### src/hdl/cfg_hdr_defines.svh
// constants of the configuration header slice: offsets, field positions, values
`ifndef CFG_HDR_DEFINES_SVH
`define CFG_HDR_DEFINES_SVH

// byte offsets in configuration space
`define OFF_CMD            8'h04
`define OFF_STS            8'h06
`define OFF_RID            8'h08
`define OFF_CC             8'h09
`define OFF_CLS            8'h0c
`define OFF_MLT            8'h0d
`define OFF_HEADER_KIND_REG          8'h0e
// dword alignment mask for the byte address
`define DWORD_MASK         8'hfc
// lane of the status half within the command/status dword
`define STS_LSB            16

// status field positions
`define STS_DPE_BIT        15
`define STS_SSE_BIT        14
`define STS_RMA_BIT        13
`define STS_RTA_BIT        12
`define STS_DPD_BIT        8
// command field positions
`define PARITY_RESPONSE_ENABLE_BIT        6

// implementation straps (arbitrary neutral values)
`define SEL_TIMING_VAL     2'h0
`define FAST_B2B_VAL       1'b0
`define HIGH_SPEED_VAL     1'b0
`define STEPPING_VAL       8'h01
`define MULTI_FUNC_VAL     1'b0
`define PARITY_SUPPORTED   1'b1

// fixed codes
`define BASE_CLASS_VAL     8'h01
`define SUB_CLASS_VAL      8'h08
`define HOST_IF_VAL        8'h02
`define HDR_LAYOUT_VAL     7'h00
`define MLT_VAL            8'h00
`define CAP_LIST_VAL       1'b1

// reset values
`define CLS_RST            8'h00
`define PEE_RST            1'b0
`define FLAGS_RST          5'h00

`endif

### src/hdl/cfg_hdr_pkg.sv
// types shared by the configuration header slice
package cfg_hdr_pkg;
	// index of each sticky status flag inside the flag vector
	typedef enum logic [2:0] {
		FLG_DPD = 3'b000,
		FLG_RTA = 3'b001,
		FLG_RMA = 3'b010,
		FLG_SSE = 3'b011,
		FLG_DPE = 3'b100
	} flag_idx_t;
	// one bit per sticky status flag
	typedef logic [4:0] flag_vec_t;
	// configuration byte address and dword data
	typedef logic [7:0]  cfg_addr_t;
	typedef logic [31:0] cfg_word_t;
endpackage

### src/hdl/status_evt_if.sv
// carrier of status events, clears and flag state between top and flag bank
`timescale 1ns/1ns
`default_nettype none
interface status_evt_if;
	import cfg_hdr_pkg::*;
	flag_vec_t evt;     // one-cycle set requests
	flag_vec_t clr;     // one-cycle write-one-to-clear requests
	flag_vec_t flags;   // current sticky flag state
	modport src   (output evt, output clr, input flags);
	modport bank  (input evt, input clr, output flags);
endinterface
`default_nettype wire

### src/hdl/status_flags.sv
// bank of sticky status flags, set by hardware and cleared by writing one
`timescale 1ns/1ns
`default_nettype none
`include "cfg_hdr_defines.svh"
module status_flags (
	input  wire logic   sys_clk,
	input  wire logic   srst,
	status_evt_if.bank  sef
);
	import cfg_hdr_pkg::*;

	flag_vec_t flags_q;  // sticky flag state

	// one flop per flag; a set in the clearing cycle wins
	genvar gi;
	generate
		for (gi = 0; gi < 5; gi++) begin : g_flag
			always_ff @(posedge sys_clk) begin
				if (srst) begin
					flags_q[gi] <= 1'b0;
				end else if (sef.evt[gi]) begin
					flags_q[gi] <= 1'b1;
				end else if (sef.clr[gi]) begin
					flags_q[gi] <= 1'b0;
				end
			end

			a_flag_sets:
			assert property (@(posedge sys_clk) disable iff (srst)
				sef.evt[gi] |=> flags_q[gi] [*1])
			else $error("flag not set after event");

			a_flag_clears:
			assert property (@(posedge sys_clk) disable iff (srst)
				(sef.clr[gi] && !sef.evt[gi]) |=> !flags_q[gi])
			else $error("flag not cleared by write of one");

			a_flag_sticks:
			assert property (@(posedge sys_clk) disable iff (srst)
				(!sef.evt[gi] && !sef.clr[gi]) |=> $stable(flags_q[gi]))
			else $error("flag changed without cause");
		end
	endgenerate

	assign sef.flags = flags_q;

	c_set_and_clear: cover property (@(posedge sys_clk) disable iff (srst)
		(sef.evt != 5'h00) && ((sef.evt & sef.clr) != 5'h00));
endmodule
`default_nettype wire

### src/hdl/cfg_read_mux.sv
// assembles the read dword of the header slice from flags and fixed fields
`timescale 1ns/1ns
`default_nettype none
`include "cfg_hdr_defines.svh"
module cfg_read_mux (
	input  wire logic             rd_addr,
	input  wire cfg_hdr_pkg::cfg_addr_t byte_addr,
	input  wire cfg_hdr_pkg::flag_vec_t flags,
	input  wire logic             pee,
	input  wire logic             intx,
	input  wire logic [7:0]       cache_line_size_reg,
	output cfg_hdr_pkg::cfg_word_t word
);
	import cfg_hdr_pkg::*;

	cfg_addr_t  base;     // dword-aligned address
	logic [15:0] sts;     // assembled status half
	logic [15:0] cmd;     // command half, only the parity enable lives here

	// status half layout, reserved and unsupported bits held at zero
	always_comb begin
		sts = 16'h0000;
		sts[`STS_DPE_BIT] = flags[FLG_DPE];
		sts[`STS_SSE_BIT] = flags[FLG_SSE];
		sts[`STS_RMA_BIT] = flags[FLG_RMA];
		sts[`STS_RTA_BIT] = flags[FLG_RTA];
		sts[11] = 1'b0;
		sts[10:9] = `SEL_TIMING_VAL;
		sts[`STS_DPD_BIT] = flags[FLG_DPD];
		sts[7] = `FAST_B2B_VAL;
		sts[5] = `HIGH_SPEED_VAL;
		sts[4] = `CAP_LIST_VAL;
		sts[3] = intx;
		cmd = 16'h0000;
		cmd[`PARITY_RESPONSE_ENABLE_BIT] = pee;
	end

	// dword select; unmapped dwords read zero
	always_comb begin
		base = byte_addr & `DWORD_MASK;
		word = 32'h0000_0000;
		if (rd_addr) begin
			case (base)
				`OFF_CMD: begin
					word = {sts, cmd};
				end
				`OFF_RID: begin
					word = {`BASE_CLASS_VAL, `SUB_CLASS_VAL, `HOST_IF_VAL,
						`STEPPING_VAL};
				end
				`OFF_CLS: begin
					word = {8'h00, `MULTI_FUNC_VAL, `HDR_LAYOUT_VAL,
						`MLT_VAL, cache_line_size_reg};
				end
				default: begin
					word = 32'h0000_0000;
				end
			endcase
		end
	end
endmodule
`default_nettype wire

### src/hdl/pcie_config_header_status_ids.sv
// top of the configuration header slice: status, ids, class, cache line, header kind
`timescale 1ns/1ns
`default_nettype none
`include "cfg_hdr_defines.svh"

module pcie_config_header_status_ids (
	input  wire logic                   sys_clk,
	input  wire logic                   srst,
	// configuration access port
	input  wire logic                   cfg_rd,
	input  wire logic                   cfg_wr,
	input  wire cfg_hdr_pkg::cfg_addr_t cfg_addr,
	input  wire cfg_hdr_pkg::cfg_word_t cfg_wr_data,
	input  wire logic [3:0]             cfg_byte_en,
	output cfg_hdr_pkg::cfg_word_t      cfg_rd_data,
	output logic                        cfg_rd_valid,
	// error and interrupt events from the link logic
	input  wire logic                   parity_err_evt,
	input  wire logic                   system_err_evt,
	input  wire logic                   master_abort_evt,
	input  wire logic                   target_abort_evt,
	input  wire logic                   master_parity_evt,
	input  wire logic                   intx_asserted,
	// state for the rest of the device
	output logic                        parity_response_enable,
	output logic [7:0]                  cache_line_size_field
);
	import cfg_hdr_pkg::*;

	status_evt_if sef ();                 // flag bank carrier

	cfg_word_t  rd_word;                  // combinational read dword
	cfg_word_t  rd_data_q;                // registered read data
	logic       rd_valid_q;               // read answer strobe
	logic       pee_q;                    // parity response enable
	logic [7:0] cls_q;                    // cache line size
	cfg_addr_t  wr_base;                  // dword-aligned write address
	logic       wr_cmd_sts;               // write hits command/status dword
	logic       wr_cls;                   // write hits cache line dword
	flag_vec_t  set_vec;                  // flag set requests
	flag_vec_t  clr_vec;                  // flag clear requests
	logic [15:0] sts_wd;                  // status half of write data

	// write address decode
	always_comb begin
		wr_base    = cfg_addr & `DWORD_MASK;
		wr_cmd_sts = cfg_wr && (wr_base == `OFF_CMD);
		wr_cls     = cfg_wr && (wr_base == `OFF_CLS);
		sts_wd     = cfg_wr_data[31:16];
	end

	// hardware events mapped onto flag slots
	always_comb begin
		set_vec = 5'h00;
		set_vec[FLG_DPE] = parity_err_evt;
		set_vec[FLG_SSE] = system_err_evt;
		set_vec[FLG_RMA] = master_abort_evt;
		set_vec[FLG_RTA] = target_abort_evt;
		set_vec[FLG_DPD] = master_parity_evt && pee_q;
	end

	// write-one-to-clear, only the top status byte lane carries error flags
	always_comb begin
		clr_vec = 5'h00;
		if (wr_cmd_sts) begin
			clr_vec[FLG_DPE] = cfg_byte_en[3] && sts_wd[`STS_DPE_BIT];
			clr_vec[FLG_SSE] = cfg_byte_en[3] && sts_wd[`STS_SSE_BIT];
			clr_vec[FLG_RMA] = cfg_byte_en[3] && sts_wd[`STS_RMA_BIT];
			clr_vec[FLG_RTA] = cfg_byte_en[3] && sts_wd[`STS_RTA_BIT];
			clr_vec[FLG_DPD] = cfg_byte_en[3] && sts_wd[`STS_DPD_BIT];
		end
	end

	assign sef.evt = set_vec;
	assign sef.clr = clr_vec;

	// sticky error flags
	status_flags u_flags (
		.sys_clk (sys_clk),
		.srst    (srst),
		.sef     (sef)
	);

	// parity response enable, writable only when parity is supported
	always_ff @(posedge sys_clk) begin
		if (srst) begin
			pee_q <= `PEE_RST;
		end else if (wr_cmd_sts && cfg_byte_en[0]) begin
			pee_q <= cfg_wr_data[`PARITY_RESPONSE_ENABLE_BIT] & `PARITY_SUPPORTED;
		end
	end

	// cache line size keeps whatever software last wrote
	always_ff @(posedge sys_clk) begin
		if (srst) begin
			cls_q <= `CLS_RST;
		end else if (wr_cls && cfg_byte_en[0]) begin
			cls_q <= cfg_wr_data[7:0];
		end
	end

	// read dword assembly
	cfg_read_mux u_rmux (
		.rd_addr   (cfg_rd),
		.byte_addr (cfg_addr),
		.flags     (sef.flags),
		.pee       (pee_q),
		.intx      (intx_asserted),
		.cache_line_size_reg       (cls_q),
		.word      (rd_word)
	);

	// read data captured on request, answered one cycle later
	always_ff @(posedge sys_clk) begin
		if (srst) begin
			rd_data_q <= 32'h0000_0000;
		end else if (cfg_rd) begin
			rd_data_q <= rd_word;
		end
	end

	// read answer strobe
	always_ff @(posedge sys_clk) begin
		if (srst) begin
			rd_valid_q <= 1'b0;
		end else begin
			rd_valid_q <= cfg_rd;
		end
	end

	assign cfg_rd_data            = rd_data_q;
	assign cfg_rd_valid           = rd_valid_q;
	assign parity_response_enable = pee_q;
	assign cache_line_size_field  = cls_q;

	// helper: which dword the answered read addressed
	cfg_addr_t rd_base_q;                 // base address of last read
	always_ff @(posedge sys_clk) begin
		if (srst) begin
			rd_base_q <= 8'h00;
		end else if (cfg_rd) begin
			rd_base_q <= cfg_addr & `DWORD_MASK;
		end
	end

	// helper: interrupt level seen at the read request
	logic intx_at_rd_q;                   // sampled interrupt level
	always_ff @(posedge sys_clk) begin
		if (srst) begin
			intx_at_rd_q <= 1'b0;
		end else if (cfg_rd) begin
			intx_at_rd_q <= intx_asserted;
		end
	end

	// every read answers on the next edge
	a_read_answer:
	assert property (@(posedge sys_clk) disable iff (srst)
		cfg_rd |=> cfg_rd_valid)
	else $error("read not answered in one cycle");

	// status read shows the unsupported bit at zero
	a_sta_zero:
	assert property (@(posedge sys_clk) disable iff (srst)
		(cfg_rd_valid && rd_base_q == `OFF_CMD) |-> !cfg_rd_data[`STS_LSB + 11])
	else $error("signalled target abort bit not zero");

	// status read shows straps in place
	a_strap_bits:
	assert property (@(posedge sys_clk) disable iff (srst)
		(cfg_rd_valid && rd_base_q == `OFF_CMD) |->
		(cfg_rd_data[`STS_LSB + 10 -: 2] == `SEL_TIMING_VAL) &&
		(cfg_rd_data[`STS_LSB + 7] == `FAST_B2B_VAL) &&
		(cfg_rd_data[`STS_LSB + 5] == `HIGH_SPEED_VAL))
	else $error("status strap bits wrong");

	// capability list always present
	a_cap_list_one:
	assert property (@(posedge sys_clk) disable iff (srst)
		(cfg_rd_valid && rd_base_q == `OFF_CMD) |-> cfg_rd_data[`STS_LSB + 4])
	else $error("capability list bit not one");

	// interrupt status follows the interrupt level at request time
	a_int_status:
	assert property (@(posedge sys_clk) disable iff (srst)
		(cfg_rd_valid && rd_base_q == `OFF_CMD) |->
		(cfg_rd_data[`STS_LSB + 3] == intx_at_rd_q))
	else $error("interrupt status mismatch");

	// reserved status bits never read one
	a_reserved_zero:
	assert property (@(posedge sys_clk) disable iff (srst)
		(cfg_rd_valid && rd_base_q == `OFF_CMD) |->
		!cfg_rd_data[`STS_LSB + 6] && (cfg_rd_data[`STS_LSB + 2 -: 3] == 3'h0))
	else $error("reserved status bit set");

	// revision and class code dword is fixed
	a_class_code:
	assert property (@(posedge sys_clk) disable iff (srst)
		(cfg_rd_valid && rd_base_q == `OFF_RID) |->
		(cfg_rd_data == {`BASE_CLASS_VAL, `SUB_CLASS_VAL, `HOST_IF_VAL, `STEPPING_VAL}))
	else $error("revision or class code wrong");

	// latency timer and header kind are fixed
	a_header_kind:
	assert property (@(posedge sys_clk) disable iff (srst)
		(cfg_rd_valid && rd_base_q == `OFF_CLS) |->
		(cfg_rd_data[15:8] == `MLT_VAL) && (cfg_rd_data[23] == `MULTI_FUNC_VAL) &&
		(cfg_rd_data[22:16] == `HDR_LAYOUT_VAL))
	else $error("latency timer or header kind wrong");

	// cache line size takes the written byte and holds it
	a_cls_write:
	assert property (@(posedge sys_clk) disable iff (srst)
		(wr_cls && cfg_byte_en[0]) |=> (cls_q == $past(cfg_wr_data[7:0])) ##1
		($stable(cls_q) || $past(wr_cls && cfg_byte_en[0])))
	else $error("cache line size not stored or not held");

	// cache line size reads back its register
	a_cls_read:
	assert property (@(posedge sys_clk) disable iff (srst)
		(cfg_rd && (cfg_addr & `DWORD_MASK) == `OFF_CLS) |=> (cfg_rd_data[7:0] == $past(cls_q)))
	else $error("cache line size read back wrong");

	// parity enable follows a written command low byte
	a_pee_write:
	assert property (@(posedge sys_clk) disable iff (srst)
		(wr_cmd_sts && cfg_byte_en[0]) |=>
		(pee_q == ($past(cfg_wr_data[`PARITY_RESPONSE_ENABLE_BIT]) & `PARITY_SUPPORTED)))
	else $error("parity response enable not updated");

	// master parity fault ignored while reporting disabled
	a_dpd_gate:
	assert property (@(posedge sys_clk) disable iff (srst)
		(master_parity_evt && !pee_q && !sef.flags[FLG_DPD]) |=> !sef.flags[FLG_DPD])
	else $error("master parity flag set while disabled");

	// detected parity flag set regardless of enable and visible on read
	a_dpe_visible:
	assert property (@(posedge sys_clk) disable iff (srst)
		parity_err_evt ##1 (cfg_rd && (cfg_addr & `DWORD_MASK) == `OFF_CMD && !clr_vec[FLG_DPE])
		|=> cfg_rd_data[`STS_LSB + `STS_DPE_BIT])
	else $error("detected parity flag not visible");

	// main scenarios
	c_dpe_then_clear: cover property (@(posedge sys_clk) disable iff (srst)
		parity_err_evt ##[1:8] clr_vec[FLG_DPE]);
	c_dpd_enabled: cover property (@(posedge sys_clk) disable iff (srst)
		master_parity_evt && pee_q);
	c_cls_write_read: cover property (@(posedge sys_clk) disable iff (srst)
		wr_cls ##[1:4] (cfg_rd && (cfg_addr & `DWORD_MASK) == `OFF_CLS));
	c_abort_both: cover property (@(posedge sys_clk) disable iff (srst)
		master_abort_evt ##[0:4] target_abort_evt);
endmodule
`default_nettype wire

### config.mk
export PLATFORM = sky130hd
export DESIGN_NAME = pcie_config_header_status_ids
export DESIGN_NICKNAME = d
export VERILOG_FILES = /design/src/hdl/cfg_hdr_pkg.sv /design/src/hdl/status_evt_if.sv /design/src/hdl/status_flags.sv /design/src/hdl/cfg_read_mux.sv /design/src/hdl/pcie_config_header_status_ids.sv
export VERILOG_INCLUDE_DIRS = /design/src /design/src/hdl
export SDC_FILE = /design/constraint.sdc
export NUM_CORES = 1
export LEC_CHECK = 0
export BUFFER_PORTS_ARGS = -buffer_cell sky130_fd_sc_hd__buf_2
export CAP_MARGIN = 25
export CORE_UTILIZATION = 41
export CTS_CLUSTER_DIAMETER = 150
export DETAILED_ROUTE_END_ITERATION = 12
export PLACE_DENSITY = 0.79
export SYNTH_ARGS = -nofsm -noshare
export SYNTH_HDL_FRONTEND = slang
export SYNTH_SLANG_ARGS = --single-unit
### constraint.sdc
create_clock -name sys_clk -period 1.44 [get_ports sys_clk]
set_input_delay 0.144 -clock sys_clk [delete_from_list [all_inputs] [get_ports sys_clk]]
set_output_delay 0.144 -clock sys_clk [all_outputs]
set_load 0.005 [all_outputs]
==> results of run 1 <==
==> cells by family after synthesis <==
logic type,Yosys count,share of synthesized area (%)
buffers and inverters,32,13.56
DFF,31,44.25
and+or+nand+nor,62,25.07
AOI/OAI and AO/OA,22,9.634
muxes,10,7.226
other,1,0.2674
==> per-layer routing <==
metal / part of all wire [%] / up-vias
li1: - / 633
met1: 47 / 545
met2: 44 / 58
met3: 6.0 / 9
met4: 2.9 / 0
met5: 0 / -
==> worst min path at each step <==
stage	start	to	slack, ps	cells after the start
after global placement	cfg_wr_data[24]	u_flags.sef.flags[0]	340	2
after CTS	parity_err_evt	u_flags.sef.flags[4]	60	3
after floorplan	cfg_wr_data[24]	u_flags.sef.flags[0]	250	1
after global routing	cfg_wr_data[0]	cache_line_size_field[0]	70	3
final	cfg_wr_data[4]	cache_line_size_field[4]	70	3
after detailed placement	cfg_wr_data[24]	u_flags.sef.flags[0]	340	2
==> flip-flops by register name (all words and copies together) (netlist names) <==
name / cells
cfg_rd_valid: 1
parity_response_enable: 1
u_flags.sef.flags: 5
cache_line_size_field: 8
cfg_rd_data: 16
==> layout make-up <==
cell class              instances  area (sq um)  area share (%)
flip-flops and latches         31         620.6           35.18
clock buffers                   6         41.29           2.340
inverters                       5         18.77           1.064
repair buffers                 66         380.4           21.56
well taps                      44         55.05           3.121
multi-input cells             110         648.1           36.74
==> placed cells by master (no fill, tap or decap), drive strengths merged, types with 4 or more instances in the layout <==
| cell | n |
|---|---|
| conb | 16 |
| dlygate4sd3 | 5 |
| nand4 | 13 |
| nand2 | 16 |
| a21oi | 14 |
| nand2b | 18 |
| buf | 61 |
| clkbuf | 6 |
| dfxtp | 31 |
| mux2i | 9 |
| inv | 4 |
| a311oi | 5 |
| nor2 | 6 |
==> timing repair <==
action | in CTS | in global routing
setup endpoints to repair | 0 | 0
hold buffers | 5 | 0
endpoints found under the hold margin | 5 | 0
==> through the flow <==
stage / power [mW] / utilization, % / hold slack, ps / instances / setup WS (ps)
finish: 1.464 / 55.95 / 65.57 / 262 / 389.3
global route: 1.524 / 55.95 / 66.32 / 262 / 368.7
CTS: 1.471 / 55.95 / 57.43 / 262 / 393.4
floorplan: 0.9975 / - / 253.7 / 173 / 253.4
global placement: 1.027 / 53.06 / 341.5 / 251 / 222.3
detailed placement: 1.029 / 53.06 / 344.6 / 251 / 172.3
==> worst reg2reg max path, stage by stage (launching register included) <==
cell and delay (ps):
dfxtp_1 420, mux2_2 180, nand4_1 110, a21oi_1 150
==> power breakdown <==
part           switching (mW)  internal [mW]  total (mW)
clock                   0.269          0.173       0.442
sequential            0.00586          0.867       0.873
combinational          0.0801         0.0691       0.149
total                   0.355           1.11        1.46
==> flow_summary_export.csv, run 1 <==
group,metric,value,unit
timing,rsz0062_at_grt,"false",
layout,area_delta_synth_final,25.78,%
clock_tree,ctsRootBufferMaster,"clkbuf_4",
layout,drive_gt1_share,31.19,%
grt,antenna_found_initial,0,
clock_tree,insertion_delay,330,ps
yosys,ys_ff_latch,31,
flow_run,cap_violations,0,
grt,met3_usage,6.610,%
timing,fin_crit_sh,72.97,%
pwr,p_per_area,830.1,nW/um^2
critical_path,reg2reg_depth,3,
critical_path,crit_chain,"buf_2",
timing,timing.final.max_slew_violations,0,
yosys,synth.most_common_cell,"dfxtp_1",
route,vias,1245,
critical_path,worstReg2RegStart,"parity_response_enable",
yosys,ys.flop_type,"dfxtp_1",
grt,gr-total-overflow,0,
yosys,ys_types,24,
timing,final.setup.tns,0,ps
critical_path,cp.arrival,910,ps
route,drtPass1Iterations,4,
critical_path,crit_path_start,"parity_response_enable",
critical_path,rrSetupSlack,510,ps
die,ios,96,
timing,period_minus_slack,1051,ps
critical_path,path_class,"flop to primary output",
placed_design,place_area,1673,sq um
clock_tree,clock_sink_count,31,
yosys,seq_area_frac_synth,44.25,%
clock_tree,cts-htree-levels,2,
die,core.rowCount,20,
die,initial_utilization,44.48,%
clock_tree,cts.clk_slew.worst_paths,90,ps
layout,stdcell_area,1764,sq um
critical_path,start_kind,"flop",
yosys,syn_inst,158,
placed_design,gp_congestion,0.7624,
yosys,ys_warn_count,0,
grt,grt_pass1_vias,1125,
yosys,synth.top_cells.by_count,"dfxtp_1, nand2b_1, buf_4, nand2_1, a21oi_1",
grt,met1_usage,21.77,%
die,die_area,3659,sq um
pwr,p_leak,0.7889,nW
die,core,3153,sq um
critical_path,cpMaxStageDelayCell,"dfxtp_1",
clock_tree,postCtsResizedCells,0,
clock_tree,cts.path.max_buffers,2,
die,die_w,60.49,um
grt,grt_pass1_wl,4.816,mm
timing,setup_viol,0,
route,drt-total-wl,3.023,mm
layout,fillers,327,
route,vias_per_cell,4.752,
die,chipHeight,60.49,um
timing,fmax,0.9517,GHz
critical_path,worst_setup_path_end_kind,"primary output",
placed_design,dp_hpwl,2.098,mm
critical_path,worst-path-buf-inv,1,
clock_tree,cts_tree,"done",
route,antenna_left,0,
grt,use_met2,27.32,%
timing,fin_skew,9.778,ps
clock_tree,cts_setup_buffers,0,
route,drc_errors,0,
timing,final-hold-violation-count,0,
critical_path,crit_end,"parity_response_enable",
hold_path,hp-class,"primary input to flop",
critical_path,crit_required,1300,ps
layout,fin_nets,273,
yosys,synth_area,1403,sq um
yosys,synth_top_cell_by_area,"dfxtp_1",
grt,top_usage_layer,"met2",
run_status,run_status,"finished clean",
critical_path,crit_cells,1,
critical_path,critPathMaxStageDelay,420,ps
clock_tree,cts_buffers,5,
route,drtIter0Drc,31,
grt,grt_max_degree,34,
critical_path,crit_fanout,5,
critical_path,path_delay_family,"flip-flops",
yosys,async_reset_ff_share,0,%
grt,track_usage,18.15,%
critical_path,regToRegEndpoint,"cfg_rd_data[6]",
yosys,syn_avg_cell_area,8.877,sq um
pwr,vdd_drop_max,0.0004691,V
yosys,synth-edff-count,0,
yosys,synth_area_leaders,"dfxtp_1, buf_4, nand2b_1, mux2i_1, nand4_1",
yosys,synth_top_area_share,44.25,%
route,wl_per_cell,11.54,um
layout,num_antenna_cells,0,
placed_design,port_buffers,56,
No activity file was read; power rests on OpenSTA's default activity.
==> inputs of run 2 (changes only) <==
--- a/config.mk
+++ b/config.mk
@@ -6,12 +6,13 @@
 export SDC_FILE = /design/constraint.sdc
 export NUM_CORES = 1
 export LEC_CHECK = 0
+export ABC_AREA = 1
 export BUFFER_PORTS_ARGS = -buffer_cell sky130_fd_sc_hd__buf_2
 export CAP_MARGIN = 25
-export CORE_UTILIZATION = 41
+export CORE_UTILIZATION = 40
 export CTS_CLUSTER_DIAMETER = 150
 export DETAILED_ROUTE_END_ITERATION = 12
-export PLACE_DENSITY = 0.79
+export PLACE_DENSITY = 0.78
 export SYNTH_ARGS = -nofsm -noshare
 export SYNTH_HDL_FRONTEND = slang
 export SYNTH_SLANG_ARGS = --single-unit
==> constraint.sdc (replaced) <==
create_clock -name sys_clk -period 1 [get_ports sys_clk]
set_input_delay 0.1 -clock sys_clk [delete_from_list [all_inputs] [get_ports sys_clk]]
set_output_delay 0.1 -clock sys_clk [all_outputs]
set_load 0.005 [all_outputs]
==> run 2 against run 1 <==
Clock skew shrank 3.3 ps. Flip-flop and latch count unchanged. Routed wire length grew 1.7%. Clock power is 53% higher. Critical endpoint is now cache_line_size_field[2].
==> flow_summary_export.csv, run 2 <==
group,metric,value,unit
timing,fmax,1.078,GHz
die,core,3153,sq um
critical_path,start_kind,"flop",
layout,largest_register_ffs,16,
layout,fin_nets,309,
layout,layout_commonest_cell,"buf_2",
critical_path,crit_end,"cache_line_size_field[2]",
critical_path,path_delay_family,"flip-flops",
yosys,ys.flop_type,"dfxtp_1",
clock_tree,cts.path.max_buffers,2,
timing,holdWs,11.26,ps
clock_tree,clock_sink_count,31,
critical_path,cpMaxStageDelayCell,"dfxtp_1",
critical_path,regToRegEndpoint,"cache_line_size_field[2]",
yosys,synth.most_common_cell,"nand2_1",
critical_path,cp.arrival,830,ps
placed_design,gp_congestion,0.7501,
timing,timing.final.max_slew_violations,0,
timing,fin_skew,6.492,ps
yosys,seq_area_frac_synth,45.38,%
yosys,ys_warn_count,0,
placed_design,dp_slack,-83.64,ps
clock_tree,cts_setup_buffers,0,
pwr,vdd_drop_max,0.0007423,V
hold_path,hold_start,"master_abort_evt",
critical_path,crit_cells,1,
critical_path,rrSetupSlack,350,ps
pwr,power_frac_clock,31.3,%
grt,grt_max_degree,16,
clock_tree,cts-htree-levels,2,
grt,antenna_found_initial,0,
yosys,synth_area,1368,sq um
grt,gr-total-overflow,0,
clock_tree,ctsRootBufferMaster,"clkbuf_4",
route,antenna_left,0,
critical_path,reg2reg_depth,2,
grt,grt_pass1_wl,4.761,mm
timing,period_minus_slack,928.0,ps
critical_path,worstReg2RegStart,"cache_line_size_field[2]",
pwr,power.internal,1.628,mW
placed_design,port_buffers,56,
route,drtPass1Iterations,4,
flow_run,cap_violations,0,
grt,track_usage,18.06,%
yosys,synth_top_area_share,45.38,%
clock_tree,insertion_delay,330,ps
critical_path,worst_setup_path_end_kind,"primary output",
pwr,seq_power_share,58.5,%
timing,rsz0062_at_grt,"false",
die,die_w,60.47,um
timing,final-hold-violation-count,0,
critical_path,crit_required,900,ps
timing,setup_viol,0,
route,drc_errors,0,
layout,area_delta_synth_final,32.02,%
yosys,synth_area_leaders,"dfxtp_1, nand2_1, a21oi_1, buf_4, nor2_1",
die,core.rowCount,20,
critical_path,crit_chain,"buf_2",
critical_path,worst-path-buf-inv,1,
critical_path,critPathMaxStageDelay,370,ps
yosys,synth-edff-count,0,
pwr,swShare,24.51,%
yosys,ys_ff_latch,31,
yosys,synth.top_cells.by_count,"nand2_1, dfxtp_1, a21oi_1, nor2_1, buf_4",
die,ios,96,
yosys,async_reset_ff_share,0,%
clock_tree,cts.clk_slew.worst_paths,90,ps
timing,layout_setup_ws,72.03,ps
route,vias,1318,
grt,grt_pass1_vias,1128,
yosys,syn_avg_cell_area,7.514,sq um
clock_tree,cts_tree,"done",
hold_path,hold_depth,3,
pwr,p_leak,0.9474,nW
route,vias_per_cell,4.393,
yosys,syn_inst,182,
clock_tree,cts_buffers,5,
route,wl_per_cell,10.25,um
layout,layout_common_cells,"buf_2, nand2_1, dfxtp_1, a21oi_1, nor2_1",
route,drtIter0Drc,52,
yosys,ys_types,19,
timing,fin_crit_sh,92.80,%
die,die_area,3657,sq um
run_status,run_status,"finished clean",
layout,fin_util,57.26,%
critical_path,path_class,"flop to primary output",
die,chipHeight,60.47,um
critical_path,crit_path_start,"cache_line_size_field[2]",
route,drt-total-wl,3.075,mm
layout,drive_gt1_share,32.03,%
hold_path,hp-class,"primary input to flop",
layout,num_antenna_cells,0,
pwr,power.switching,0.5284,mW
critical_path,crit_fanout,3,
yosys,synth_top_cell_by_area,"dfxtp_1",
die,initial_utilization,43.37,%
pwr,combinationalPowerShare,10.2,%
pwr,p_per_area,1194,nW/um^2
placed_design,dp_hpwl,2.223,mm
## run 2: cell types whose count changed after synthesis, moves of 5 or more
cell / delta
a21oi_1: +10
a311oi_1: -5
nand4_1: -13
nand2_1: +22
nand2b_1: -18
clkbuf_1: -6
nor2_1: +15
inv_1: +10
nand3_1: +9
o21ai_0: +10
mux2i_1: -9
## run 2: repair_timing
item / CTS / global route
hold buffers: 8 / 0
setup endpoints to repair: 0 / 1
endpoints found under the hold margin: 8 / 0
gates resized for setup: 0 / 1
## run 2: layout make-up
class                      instances  area [sq um]
inverter                          15         56.30
multi-input combinational        129         594.3
clock inverter                     1         5.005
tap                               44         55.05
clock buffer                       7         45.04
timing repair buffer              73         427.9
sequential                        31         621.8
fill                             332          1348
## run 2: worst min path at each step
stage | to | slack, ps
CTS | u_flags.sef.flags[1] | 4
finish | u_flags.sef.flags[2] | 10
global placement | cache_line_size_field[3] | 320
detailed placement | cache_line_size_field[7] | 330
global route | u_flags.sef.flags[4] | 9
floorplan | cfg_rd_valid | 180
## run 2: logic make-up after synthesis
| group | after synthesis | share of synthesized area (%) |
|---|---|---|
| simple gates | 79 | 26.62 |
| buf+inv | 37 | 15.28 |
| compound gates | 34 | 12.44 |
| flops | 31 | 45.38 |
| other cells | 1 | 0.2742 |
## run 2: per-stage QoR
| stage | power (mW) | instance area, sq um | setup TNS (ps) | std cells |
|---|---|---|---|---|
| after CTS | 2.178 | 1804 | 0 | 300 |
| after floorplan | 1.429 | 1424 | 0 | 197 |
| after detailed placement | 1.484 | 1674 | -1135 | 284 |
| after global routing | 2.278 | 1805 | 0 | 300 |
| after global placement | 1.482 | 1674 | -659.6 | 284 |
| final | 2.156 | 1805 | 0 | 300 |
## run 2: power by group through the flow
stage	clock, mW	sequential, mW	combinational (mW)
floorplan	0	1.29	0.140
global placement	0	1.29	0.194
detailed placement	0	1.29	0.195
CTS	0.697	1.26	0.220
global route	0.769	1.26	0.246
finish	0.676	1.26	0.220
## run 2: routing by layer
metal / track usage [%] / up-vias / part of all wire, %
met4: 9.740 / 0 / 2.0
met1: 19.53 / 566 / 44
li1: - / 691 / -
met2: 31.55 / 54 / 47
met3: 5.544 / 7 / 7.1
met5: 0 / - / 0
